$ cat config.mk
export PLATFORM = sky130hd
export DESIGN_NAME = hca_channel_assign
export DESIGN_NICKNAME = d
export VERILOG_FILES = /design/src/hdl/hca_pkg.sv /design/src/hdl/hca_channel_assign.sv /design/src/hdl/hca_buf2.sv
export SDC_FILE = /design/constraint.sdc
export NUM_CORES = 1
export LEC_CHECK = 0
export BUFFER_PORTS_ARGS = -buffer_cell sky130_fd_sc_hd__buf_2
export CORE_AREA = 2 2 106 108
export CTS_CLUSTER_SIZE = 24
export DETAILED_ROUTE_END_ITERATION = 7
export DIE_AREA = 0 0 108 110
export PLACE_DENSITY_LB_ADDON = 0.25
export SYNTH_ARGS = -nofsm -noshare
export SYNTH_HDL_FRONTEND = slang
export SYNTH_SLANG_ARGS = --single-unit
$ cat constraint.sdc
create_clock -name ref_clk_i -period 3.7 [get_ports ref_clk_i]
set_input_delay 0.37 -clock ref_clk_i [delete_from_list [all_inputs] [get_ports ref_clk_i]]
set_output_delay 0.37 -clock ref_clk_i [all_outputs]
set_load 0.01 [all_outputs]
$ cat src/hdl/hca_pkg.sv
package hca_pkg;

  // ----------------------------------------------------------------------
  // widths and sizes
  // ----------------------------------------------------------------------
  localparam int unsigned DATA_W    = 8;
  localparam int unsigned ADDR_W    = 8;
  localparam int unsigned CHAN_N    = 24;
  localparam int unsigned CHAN_W    = 5;
  localparam int unsigned BUF_DEPTH = 2;
  localparam int unsigned BUF_CNT_W = 2;

  // ----------------------------------------------------------------------
  // register offsets
  // ----------------------------------------------------------------------
  localparam logic [ADDR_W-1:0] ADDR_TX_FIFO_DATA  = 8'h08;
  localparam logic [ADDR_W-1:0] ADDR_RX_ASSIGN     = 8'h90;
  localparam logic [ADDR_W-1:0] ADDR_RX_SUPPRESS   = 8'h91;
  localparam logic [ADDR_W-1:0] ADDR_TX_ASSIGN     = 8'h92;
  localparam logic [ADDR_W-1:0] ADDR_TX_SUPPRESS   = 8'h93;

  // ----------------------------------------------------------------------
  // field positions of the channel assign registers
  // ----------------------------------------------------------------------
  localparam int unsigned BIT_TIMESLOT_EN = 7;
  localparam int unsigned BIT_UNASSIGNED  = 6;
  localparam int unsigned BIT_SEL_MODE    = 5;
  localparam int unsigned CHAN_NUM_MSB    = 4;
  localparam int unsigned CHAN_NUM_LSB    = 0;

  // ----------------------------------------------------------------------
  // reset and constant values
  // ----------------------------------------------------------------------
  localparam logic [DATA_W-1:0]    RST_ASSIGN    = 8'h00;
  localparam logic [DATA_W-1:0]    RST_SUPPRESS  = 8'h00;
  localparam logic [DATA_W-1:0]    READ_ZERO     = 8'h00;
  localparam logic [DATA_W-1:0]    ALL_BITS_USED = 8'hFF;
  localparam logic [CHAN_W-1:0]    CHAN_LIMIT    = 5'h18;
  localparam logic [CHAN_N-1:0]    NO_CHANNELS   = 24'h000000;
  localparam logic [BUF_CNT_W-1:0] BUF_FULL_CNT  = 2'h2;
  localparam logic [BUF_CNT_W-1:0] BUF_EMPTY_CNT = 2'h0;

  // ----------------------------------------------------------------------
  // transmit message tracking
  // ----------------------------------------------------------------------
  typedef enum logic [1:0] {
    HCA_TX_IDLE  = 2'b00,
    HCA_TX_SEND  = 2'b01,
    HCA_TX_ABORT = 2'b11
  } hca_tx_state_t;

endpackage

$ cat src/hdl/hca_channel_assign.sv
// Notes on behaviour
// - A packet register write queues one byte unless the buffer is full, bit 7 MSB, bit 0 LSB.
// - Receive timeslot enable clear uses the data link, else DS0s.
// - Receive selection mode clear uses the one DS0 the number names.
// - Receive selection mode set uses the receive block set instead.
// - The channel number is assign bits 4 to 0, bit 4 its MSB.
// - Each set receive suppress bit drops one DS0 bit, bit 7 the MSB.
// - Transmit timeslot enable clear feeds the data link, else DS0s.
// - Transmit selection mode clear uses the one DS0 the number names.
// - Transmit selection mode set uses the transmit block set instead.
// - Each set transmit suppress bit drops one DS0 bit, bit 7 the MSB.
// - Empty mid-message queue sets a read-cleared underrun, aborts.
`timescale 1ns/1ps
module hca_channel_assign
  import hca_pkg::*;
(
  input  wire logic              ref_clk_i,
  input  wire logic              sys_rst_i,
  input  wire logic [ADDR_W-1:0] host_addr_i,
  input  wire logic [DATA_W-1:0] host_wdata_i,
  input  wire logic              host_wr_i,
  input  wire logic              host_rd_i,
  output logic [DATA_W-1:0]      host_rdata_o,
  input  wire logic              tx_end_of_message_i,
  input  wire logic              tx_status_read_i,
  output logic [DATA_W-1:0]      tx_byte_o,
  output logic                   tx_byte_valid_o,
  input  wire logic              tx_byte_ready_i,
  output logic                   tx_fifo_full_o,
  output logic                   tx_fifo_empty_o,
  output logic                   tx_underrun_flag_o,
  output logic                   tx_abort_o,
  input  wire logic [CHAN_N-1:0] rx_channel_block_regs_i,
  input  wire logic [CHAN_N-1:0] tx_channel_block_regs_i,
  output logic                   rx_use_fdl_o,
  output logic [CHAN_N-1:0]      rx_channel_sel_o,
  output logic [DATA_W-1:0]      rx_bit_use_o,
  output logic                   tx_use_fdl_o,
  output logic [CHAN_N-1:0]      tx_channel_sel_o,
  output logic [DATA_W-1:0]      tx_bit_use_o
);

  // ----------------------------------------------------------------------
  // channel selection decode
  // ----------------------------------------------------------------------
  function automatic logic [CHAN_N-1:0] hca_chan_sel(
    input logic [DATA_W-1:0] ctrl,
    input logic [CHAN_N-1:0] blk
  );
    logic [CHAN_W-1:0] num;
    logic [CHAN_N-1:0] sel;
    num = ctrl[CHAN_NUM_MSB:CHAN_NUM_LSB];
    sel = NO_CHANNELS;
    if (!ctrl[BIT_TIMESLOT_EN]) begin
      sel = NO_CHANNELS;
    end else if (ctrl[BIT_SEL_MODE]) begin
      sel = blk;
    end else if (num < CHAN_LIMIT) begin
      sel[num] = 1'b1;
    end
    return sel;
  endfunction

  // ----------------------------------------------------------------------
  // host port synchronisers
  // ----------------------------------------------------------------------
  logic [ADDR_W-1:0] addr_s1;
  logic [ADDR_W-1:0] addr_s2;
  logic [DATA_W-1:0] wdata_s1;
  logic [DATA_W-1:0] wdata_s2;
  logic              wr_s1;
  logic              wr_s2;
  logic              wr_d;
  logic              rd_s1;
  logic              rd_s2;
  logic              rd_d;

  always_ff @(posedge ref_clk_i) begin
    if (sys_rst_i) begin
      addr_s1  <= '0;
      addr_s2  <= '0;
      wdata_s1 <= '0;
      wdata_s2 <= '0;
      wr_s1    <= 1'b0;
      wr_s2    <= 1'b0;
      wr_d     <= 1'b0;
      rd_s1    <= 1'b0;
      rd_s2    <= 1'b0;
      rd_d     <= 1'b0;
    end else begin
      addr_s1  <= host_addr_i;
      addr_s2  <= addr_s1;
      wdata_s1 <= host_wdata_i;
      wdata_s2 <= wdata_s1;
      wr_s1    <= host_wr_i;
      wr_s2    <= wr_s1;
      wr_d     <= wr_s2;
      rd_s1    <= host_rd_i;
      rd_s2    <= rd_s1;
      rd_d     <= rd_s2;
    end
  end

  // ----------------------------------------------------------------------
  // access decode
  // ----------------------------------------------------------------------
  wire wr_pulse      = wr_s2 & ~wr_d;
  wire rd_pulse      = rd_s2 & ~rd_d;
  wire wr_fifo       = wr_pulse & (addr_s2 == ADDR_TX_FIFO_DATA);
  wire wr_rx_assign  = wr_pulse & (addr_s2 == ADDR_RX_ASSIGN);
  wire wr_rx_supp    = wr_pulse & (addr_s2 == ADDR_RX_SUPPRESS);
  wire wr_tx_assign  = wr_pulse & (addr_s2 == ADDR_TX_ASSIGN);
  wire wr_tx_supp    = wr_pulse & (addr_s2 == ADDR_TX_SUPPRESS);

  // ----------------------------------------------------------------------
  // control registers
  // ----------------------------------------------------------------------
  logic [DATA_W-1:0] rx_assign;
  logic [DATA_W-1:0] rx_supp;
  logic [DATA_W-1:0] tx_assign;
  logic [DATA_W-1:0] tx_supp;
  logic [DATA_W-1:0] read_data;

  always_ff @(posedge ref_clk_i) begin
    if (sys_rst_i) begin
      rx_assign <= RST_ASSIGN;
      rx_supp   <= RST_SUPPRESS;
      tx_assign <= RST_ASSIGN;
      tx_supp   <= RST_SUPPRESS;
    end else begin
      if (wr_rx_assign) rx_assign <= wdata_s2;
      if (wr_rx_supp) rx_supp <= wdata_s2;
      if (wr_tx_assign) tx_assign <= wdata_s2;
      if (wr_tx_supp) tx_supp <= wdata_s2;
    end
  end

  // packet data register is write only and reads as zero
  assign read_data = (addr_s2 == ADDR_RX_ASSIGN)   ? rx_assign :
                     (addr_s2 == ADDR_RX_SUPPRESS) ? rx_supp   :
                     (addr_s2 == ADDR_TX_ASSIGN)   ? tx_assign :
                     (addr_s2 == ADDR_TX_SUPPRESS) ? tx_supp   :
                     READ_ZERO;

  always_ff @(posedge ref_clk_i) begin
    if (sys_rst_i) begin
      host_rdata_o <= READ_ZERO;
    end else if (rd_pulse) begin
      host_rdata_o <= read_data;
    end
  end

  // ----------------------------------------------------------------------
  // channel and bit assignment outputs
  // ----------------------------------------------------------------------
  wire [CHAN_N-1:0] next_rx_sel = hca_chan_sel(rx_assign,
                                               rx_channel_block_regs_i);
  wire [CHAN_N-1:0] next_tx_sel = hca_chan_sel(tx_assign,
                                               tx_channel_block_regs_i);
  wire [DATA_W-1:0] next_rx_use;
  wire [DATA_W-1:0] next_tx_use;

  genvar b;
  generate
    for (b = 0; b < DATA_W; b++) begin : g_bit_use
      assign next_rx_use[b] = ~rx_supp[b];
      assign next_tx_use[b] = ~tx_supp[b];
    end
  endgenerate

  always_ff @(posedge ref_clk_i) begin
    if (sys_rst_i) begin
      rx_use_fdl_o     <= 1'b1;
      tx_use_fdl_o     <= 1'b1;
      rx_channel_sel_o <= NO_CHANNELS;
      tx_channel_sel_o <= NO_CHANNELS;
      rx_bit_use_o     <= ALL_BITS_USED;
      tx_bit_use_o     <= ALL_BITS_USED;
    end else begin
      rx_use_fdl_o     <= ~rx_assign[BIT_TIMESLOT_EN];
      tx_use_fdl_o     <= ~tx_assign[BIT_TIMESLOT_EN];
      rx_channel_sel_o <= next_rx_sel;
      tx_channel_sel_o <= next_tx_sel;
      rx_bit_use_o     <= next_rx_use;
      tx_bit_use_o     <= next_tx_use;
    end
  end

  // ----------------------------------------------------------------------
  // transmit packet buffer
  // ----------------------------------------------------------------------
  logic fifo_in_ready;

  hca_buf2 u_tx_buf (
    .ref_clk_i   (ref_clk_i),
    .sys_rst_i   (sys_rst_i),
    .in_valid_i  (wr_fifo),
    .in_data_i   (wdata_s2),
    .in_ready_o  (fifo_in_ready),
    .out_valid_o (tx_byte_valid_o),
    .out_data_o  (tx_byte_o),
    .out_ready_i (tx_byte_ready_i),
    .full_o      (tx_fifo_full_o),
    .empty_o     (tx_fifo_empty_o)
  );

  // ----------------------------------------------------------------------
  // message tracking and underrun
  // ----------------------------------------------------------------------
  hca_tx_state_t tx_state;
  hca_tx_state_t next_tx_state;
  logic          next_underrun;

  wire byte_taken   = tx_byte_valid_o & tx_byte_ready_i;
  wire underrun_evt = (tx_state == HCA_TX_SEND) & ~tx_byte_valid_o &
                      tx_byte_ready_i & ~tx_end_of_message_i;

  always_comb begin
    case (tx_state)
      HCA_TX_IDLE: begin
        next_tx_state = byte_taken ? HCA_TX_SEND : HCA_TX_IDLE;
      end
      HCA_TX_SEND: begin
        if (underrun_evt) begin
          next_tx_state = HCA_TX_ABORT;
        end else if (tx_end_of_message_i & ~tx_byte_valid_o) begin
          next_tx_state = HCA_TX_IDLE;
        end else begin
          next_tx_state = HCA_TX_SEND;
        end
      end
      HCA_TX_ABORT: begin
        next_tx_state = HCA_TX_IDLE;
      end
      default: begin
        next_tx_state = HCA_TX_IDLE;
      end
    endcase
  end

  // a new underrun beats a clearing read in the same cycle
  assign next_underrun = underrun_evt |
                         (tx_underrun_flag_o & ~tx_status_read_i);
  assign tx_abort_o    = (tx_state == HCA_TX_ABORT);

  always_ff @(posedge ref_clk_i) begin
    if (sys_rst_i) begin
      tx_state           <= HCA_TX_IDLE;
      tx_underrun_flag_o <= 1'b0;
    end else begin
      tx_state           <= next_tx_state;
      tx_underrun_flag_o <= next_underrun;
    end
  end

  wire [CHAN_W-1:0] rx_num = rx_assign[CHAN_NUM_MSB:CHAN_NUM_LSB];
  wire [CHAN_W-1:0] tx_num = tx_assign[CHAN_NUM_MSB:CHAN_NUM_LSB];
endmodule // hca_channel_assign

$ cat src/hdl/hca_buf2.sv
`timescale 1ns/1ps
module hca_buf2
  import hca_pkg::*;
(
  input  wire logic              ref_clk_i,
  input  wire logic              sys_rst_i,
  input  wire logic              in_valid_i,
  input  wire logic [DATA_W-1:0] in_data_i,
  output logic                   in_ready_o,
  output logic                   out_valid_o,
  output logic [DATA_W-1:0]      out_data_o,
  input  wire logic              out_ready_i,
  output logic                   full_o,
  output logic                   empty_o
);

  logic [DATA_W-1:0]    mem [BUF_DEPTH];
  logic                 wr_idx;
  logic                 rd_idx;
  logic [BUF_CNT_W-1:0] count;
  logic [BUF_CNT_W-1:0] next_count;
  wire                  push;
  wire                  pop;

  // ----------------------------------------------------------------------
  // handshake decode
  // ----------------------------------------------------------------------
  assign full_o      = (count == BUF_FULL_CNT);
  assign empty_o     = (count == BUF_EMPTY_CNT);
  assign in_ready_o  = ~full_o;
  assign out_valid_o = ~empty_o;
  assign out_data_o  = mem[rd_idx];
  assign push        = in_valid_i & in_ready_o;
  assign pop         = out_valid_o & out_ready_i;
  assign next_count  = count + BUF_CNT_W'(push) - BUF_CNT_W'(pop);

  // ----------------------------------------------------------------------
  // pointers and storage
  // ----------------------------------------------------------------------
  always_ff @(posedge ref_clk_i) begin
    if (sys_rst_i) begin
      wr_idx <= 1'b0;
      rd_idx <= 1'b0;
      count  <= BUF_EMPTY_CNT;
    end else begin
      if (push) wr_idx <= ~wr_idx;
      if (pop) rd_idx <= ~rd_idx;
      count <= next_count;
    end
  end

  always_ff @(posedge ref_clk_i) begin
    if (push) mem[wr_idx] <= in_data_i;
  end

endmodule // hca_buf2

==> metrics.md <==
| Metric | Value |
|---|---|
| Setup Crit Path Kind | reg -> reg |
| DRC errors left | 0 |
| Synth async-reset ratio | 0 |
| Starting density of the core | 0.5377 |
| Clk buf depth | 2 |
| Die H | 110 um |
| 1st-iter DRT viols | 239 |
| Detailed placement HPWL | 8933 um |
| First-pass GRT wire length | 19150 um |
| GRT overflow | 0 |
| Bufs and invs on worst path | 0 |
| Max stage delay on crit path | 610 ps |
| PwrDens | 529.8 nW/um^2 |
| Final ANT Viol Nets | 0 |
| Critical Path, Cell by Cell | nor4_4 -> and4b_1 -> nor2b_1 |
| Peak supply drop | 0.2827 mV |
| Sequential share of the synthesized area | 0.6126 |
| Top FF cell, synth | dfxtp_1 |
| Most common library cell in the layout ignoring fill and taps | buf_2 |
| Commonest cells after routing, fill and taps aside | buf_2, dfxtp_1, nor2_1 |
| Vias in the first global route | 4014 |
| # diodes | 0 |
| Unrepaired setup endpoints after global routing | no |
| Final wirelength | 12230 um |
| Clock Skews | 7.124 ps |
| # IOs | 158 |
| Fin worst setup slack | 1462 ps |
| Layout Cell Area excl Fill | 7178 um^2 |
| Setup bufs post-CTS | 0 |
| Slew Limit Fails | 0 |
| Die Span X | 108 um |
| Placement Rows | 38 |
| FMAX | 446.7 MHz |
| CP endpoint kind | flop |
| #FFs+latches synth | 168 |
| DR pass1 iterations | 5 |
| Routability cong. | 0.7825 |
| Worst path depth | 3 |
| Critical Path RT | 3840 ps |
| Post-synth EDFFs | 16 |
| Post-DR vias/cell | 5.065 |
| Wire per inst | 14.90 um |
| Core ar. | 10700 um^2 |
| Worst-path clk slew | 70 ps |
| Fin. Hold Viols | 0 |
| CTS H-tree lvls | 4 |
| WP data arrival | 2380 ps |
| Area growth from synthesis to layout | 24.80% |
| Worst slew margin | 0.3281 |
| Final min period | 2238 ps |
| Placed inst area | 6601 um^2 |
| Worst-Margin Slew | 1006 ps |
| Depth of the worst register-to-register path | 3 |
| Place WS | 1448 ps |
| Hold depth | 2 |
| Status | finished, final reports clean |
| Fraction of layout cells with a size suffix above 1 | 0.2937 |
| Number of CTS-inserted buffers | 17 |
| Post-synthesis cell count | 518 |
| Setup TNS | 0 ps |
| I/O Buffers | 157 |
| CTS Hold Bufs | 0 |
| GRT Total Usage | 0.2108 |
| Worst-Skew Late Latency | 510 ps |
| Vias | 4158 |
| Top Family by Delay on Critical Path | simple AND/OR/NAND/NOR gates |
| Syn Nets | 591 |
| Hold WC Path Type | in -> reg |
| Post-Syn Area | 5752 um^2 |
| Die ar. | 11880 um^2 |
| TritonCTS clock tree | done |
| Warnings from Yosys | 0 |
| Clock tree sinks | 168 |
| Final core occ | 0.6710 |
| Maxcap violations | 0 |
| CTS-repair resized insts | 0 |
| Lkg Pwr | 3.081 nW |
| Syn avg cell area | 11.10 um^2 |
| Crit-path max FO | 13 |
| Largest net degree at the start of global routing | 59 |
| Final setup fails | 0 |
| Cell variety after synth | 37 |
| CTS Root Cell | clkbuf_8 |
| CP max stage cell | nor2b_1 |
| Period utilization | 0.6050 |
| Initial antenna violation count | 0 |
| Worst setup SP type | flop |
| Final net count | 741 |
-- power by group --
group	switching, mW	internal (mW)	total [mW]
clock	0.704	0.995	1.70
combinational	0.0984	0.108	0.206
sequential	0.0290	1.87	1.90
total	0.831	2.97	3.80
-- cell usage after synthesis (all sizes together) (3+ instances only) --
cell type | instances | area share
a22oi | 48 | 0.063
and3b | 3 | 0.0046
buf | 8 | 0.0083
clkbuf | 19 | 0.012
dfxtp | 152 | 0.53
edfxtp | 16 | 0.084
inv | 4 | 0.0026
mux2 | 8 | 0.016
mux2i | 33 | 0.057
nand2 | 21 | 0.014
nand2b | 27 | 0.029
nand3 | 4 | 0.0065
nand3b | 8 | 0.010
nor2 | 66 | 0.043
nor2b | 44 | 0.048
nor3 | 5 | 0.0043
nor3b | 11 | 0.014
o21ai | 15 | 0.013
o221ai | 8 | 0.012
xnor2 | 3 | 0.0046
-- path summary, 6_finish.rpt --
| kind | slack (ps) | to | from |
|---|---|---|---|
| max | 1460 | u_tx_buf.mem[0][7]$_DFFE_PP_ | addr_s2[1]$_SDFF_PP0_ |
| min | 50 | tx_state[1]$_SDFF_PP0_ | tx_end_of_message_i |
| max reg2reg | 1460 | u_tx_buf.mem[0][7]$_DFFE_PP_ | addr_s2[1]$_SDFF_PP0_ |
| min reg2reg | 440 | rx_bit_use_o[6]$_SDFF_PP1_ | rx_supp[6]$_SDFFE_PP0P_ |
-- kinds of logic after synthesis --
kind of cell | Yosys count | share of synthesized area
simple gates | 198 | 0.1897
flops | 168 | 0.6126
compound gates | 74 | 0.09093
mux | 41 | 0.07309
buf+inv | 31 | 0.02327
xor+xnor | 4 | 0.006092
fa+ha+maj | 2 | 0.004350
-- per-stage QoR --
| step | power (mW) | hold slack (ps) | std cells |
|---|---|---|---|
| 3_3_place_gp | 2.142 | 421.2 | 789 |
| 4_1_cts | 3.837 | 31.49 | 821 |
| 3_5_place_dp | 2.148 | 412.6 | 789 |
| 2_1_floorplan | 2.056 | 390.3 | 518 |
| 5_1_grt | 3.944 | 32.29 | 821 |
| 6_report | 3.803 | 52.71 | 821 |
-- per-layer routing --
layer | vias up | share of wire | track usage
li1 | 2093 | - | -
met3 | 8 | 0.061 | 0.04997
met5 | - | 0 | 0
met2 | 142 | 0.51 | 0.3805
met1 | 1915 | 0.42 | 0.2448
met4 | 0 | 0.0069 | 0.07601
-- area by class of cell --
cell class | count | area [um^2]
repair buffers | 158 | 793.3
clock inverters | 11 | 137.6
clock buffers | 21 | 439.2
flip-flops and latches | 168 | 3523
well taps | 140 | 175.2
multi-input cells | 319 | 2095
inverters | 4 | 15.01
fillers | 820 | 3520
-- flip-flops by register name, indices dropped and copies added (netlist names), 2 cells and up, named ones only --
signal	count
rx_channel_sel_o	24
tx_channel_sel_o	24
u_tx_buf.mem	16
addr_s1	8
addr_s2	8
host_rdata_o	8
rx_assign	8
rx_bit_use_o	8
rx_supp	8
tx_assign	8
tx_bit_use_o	8
tx_supp	8
wdata_s1	8
wdata_s2	8
tx_state	2
u_tx_buf.count	2
No activity file was read; power rests on OpenSTA's default activity.
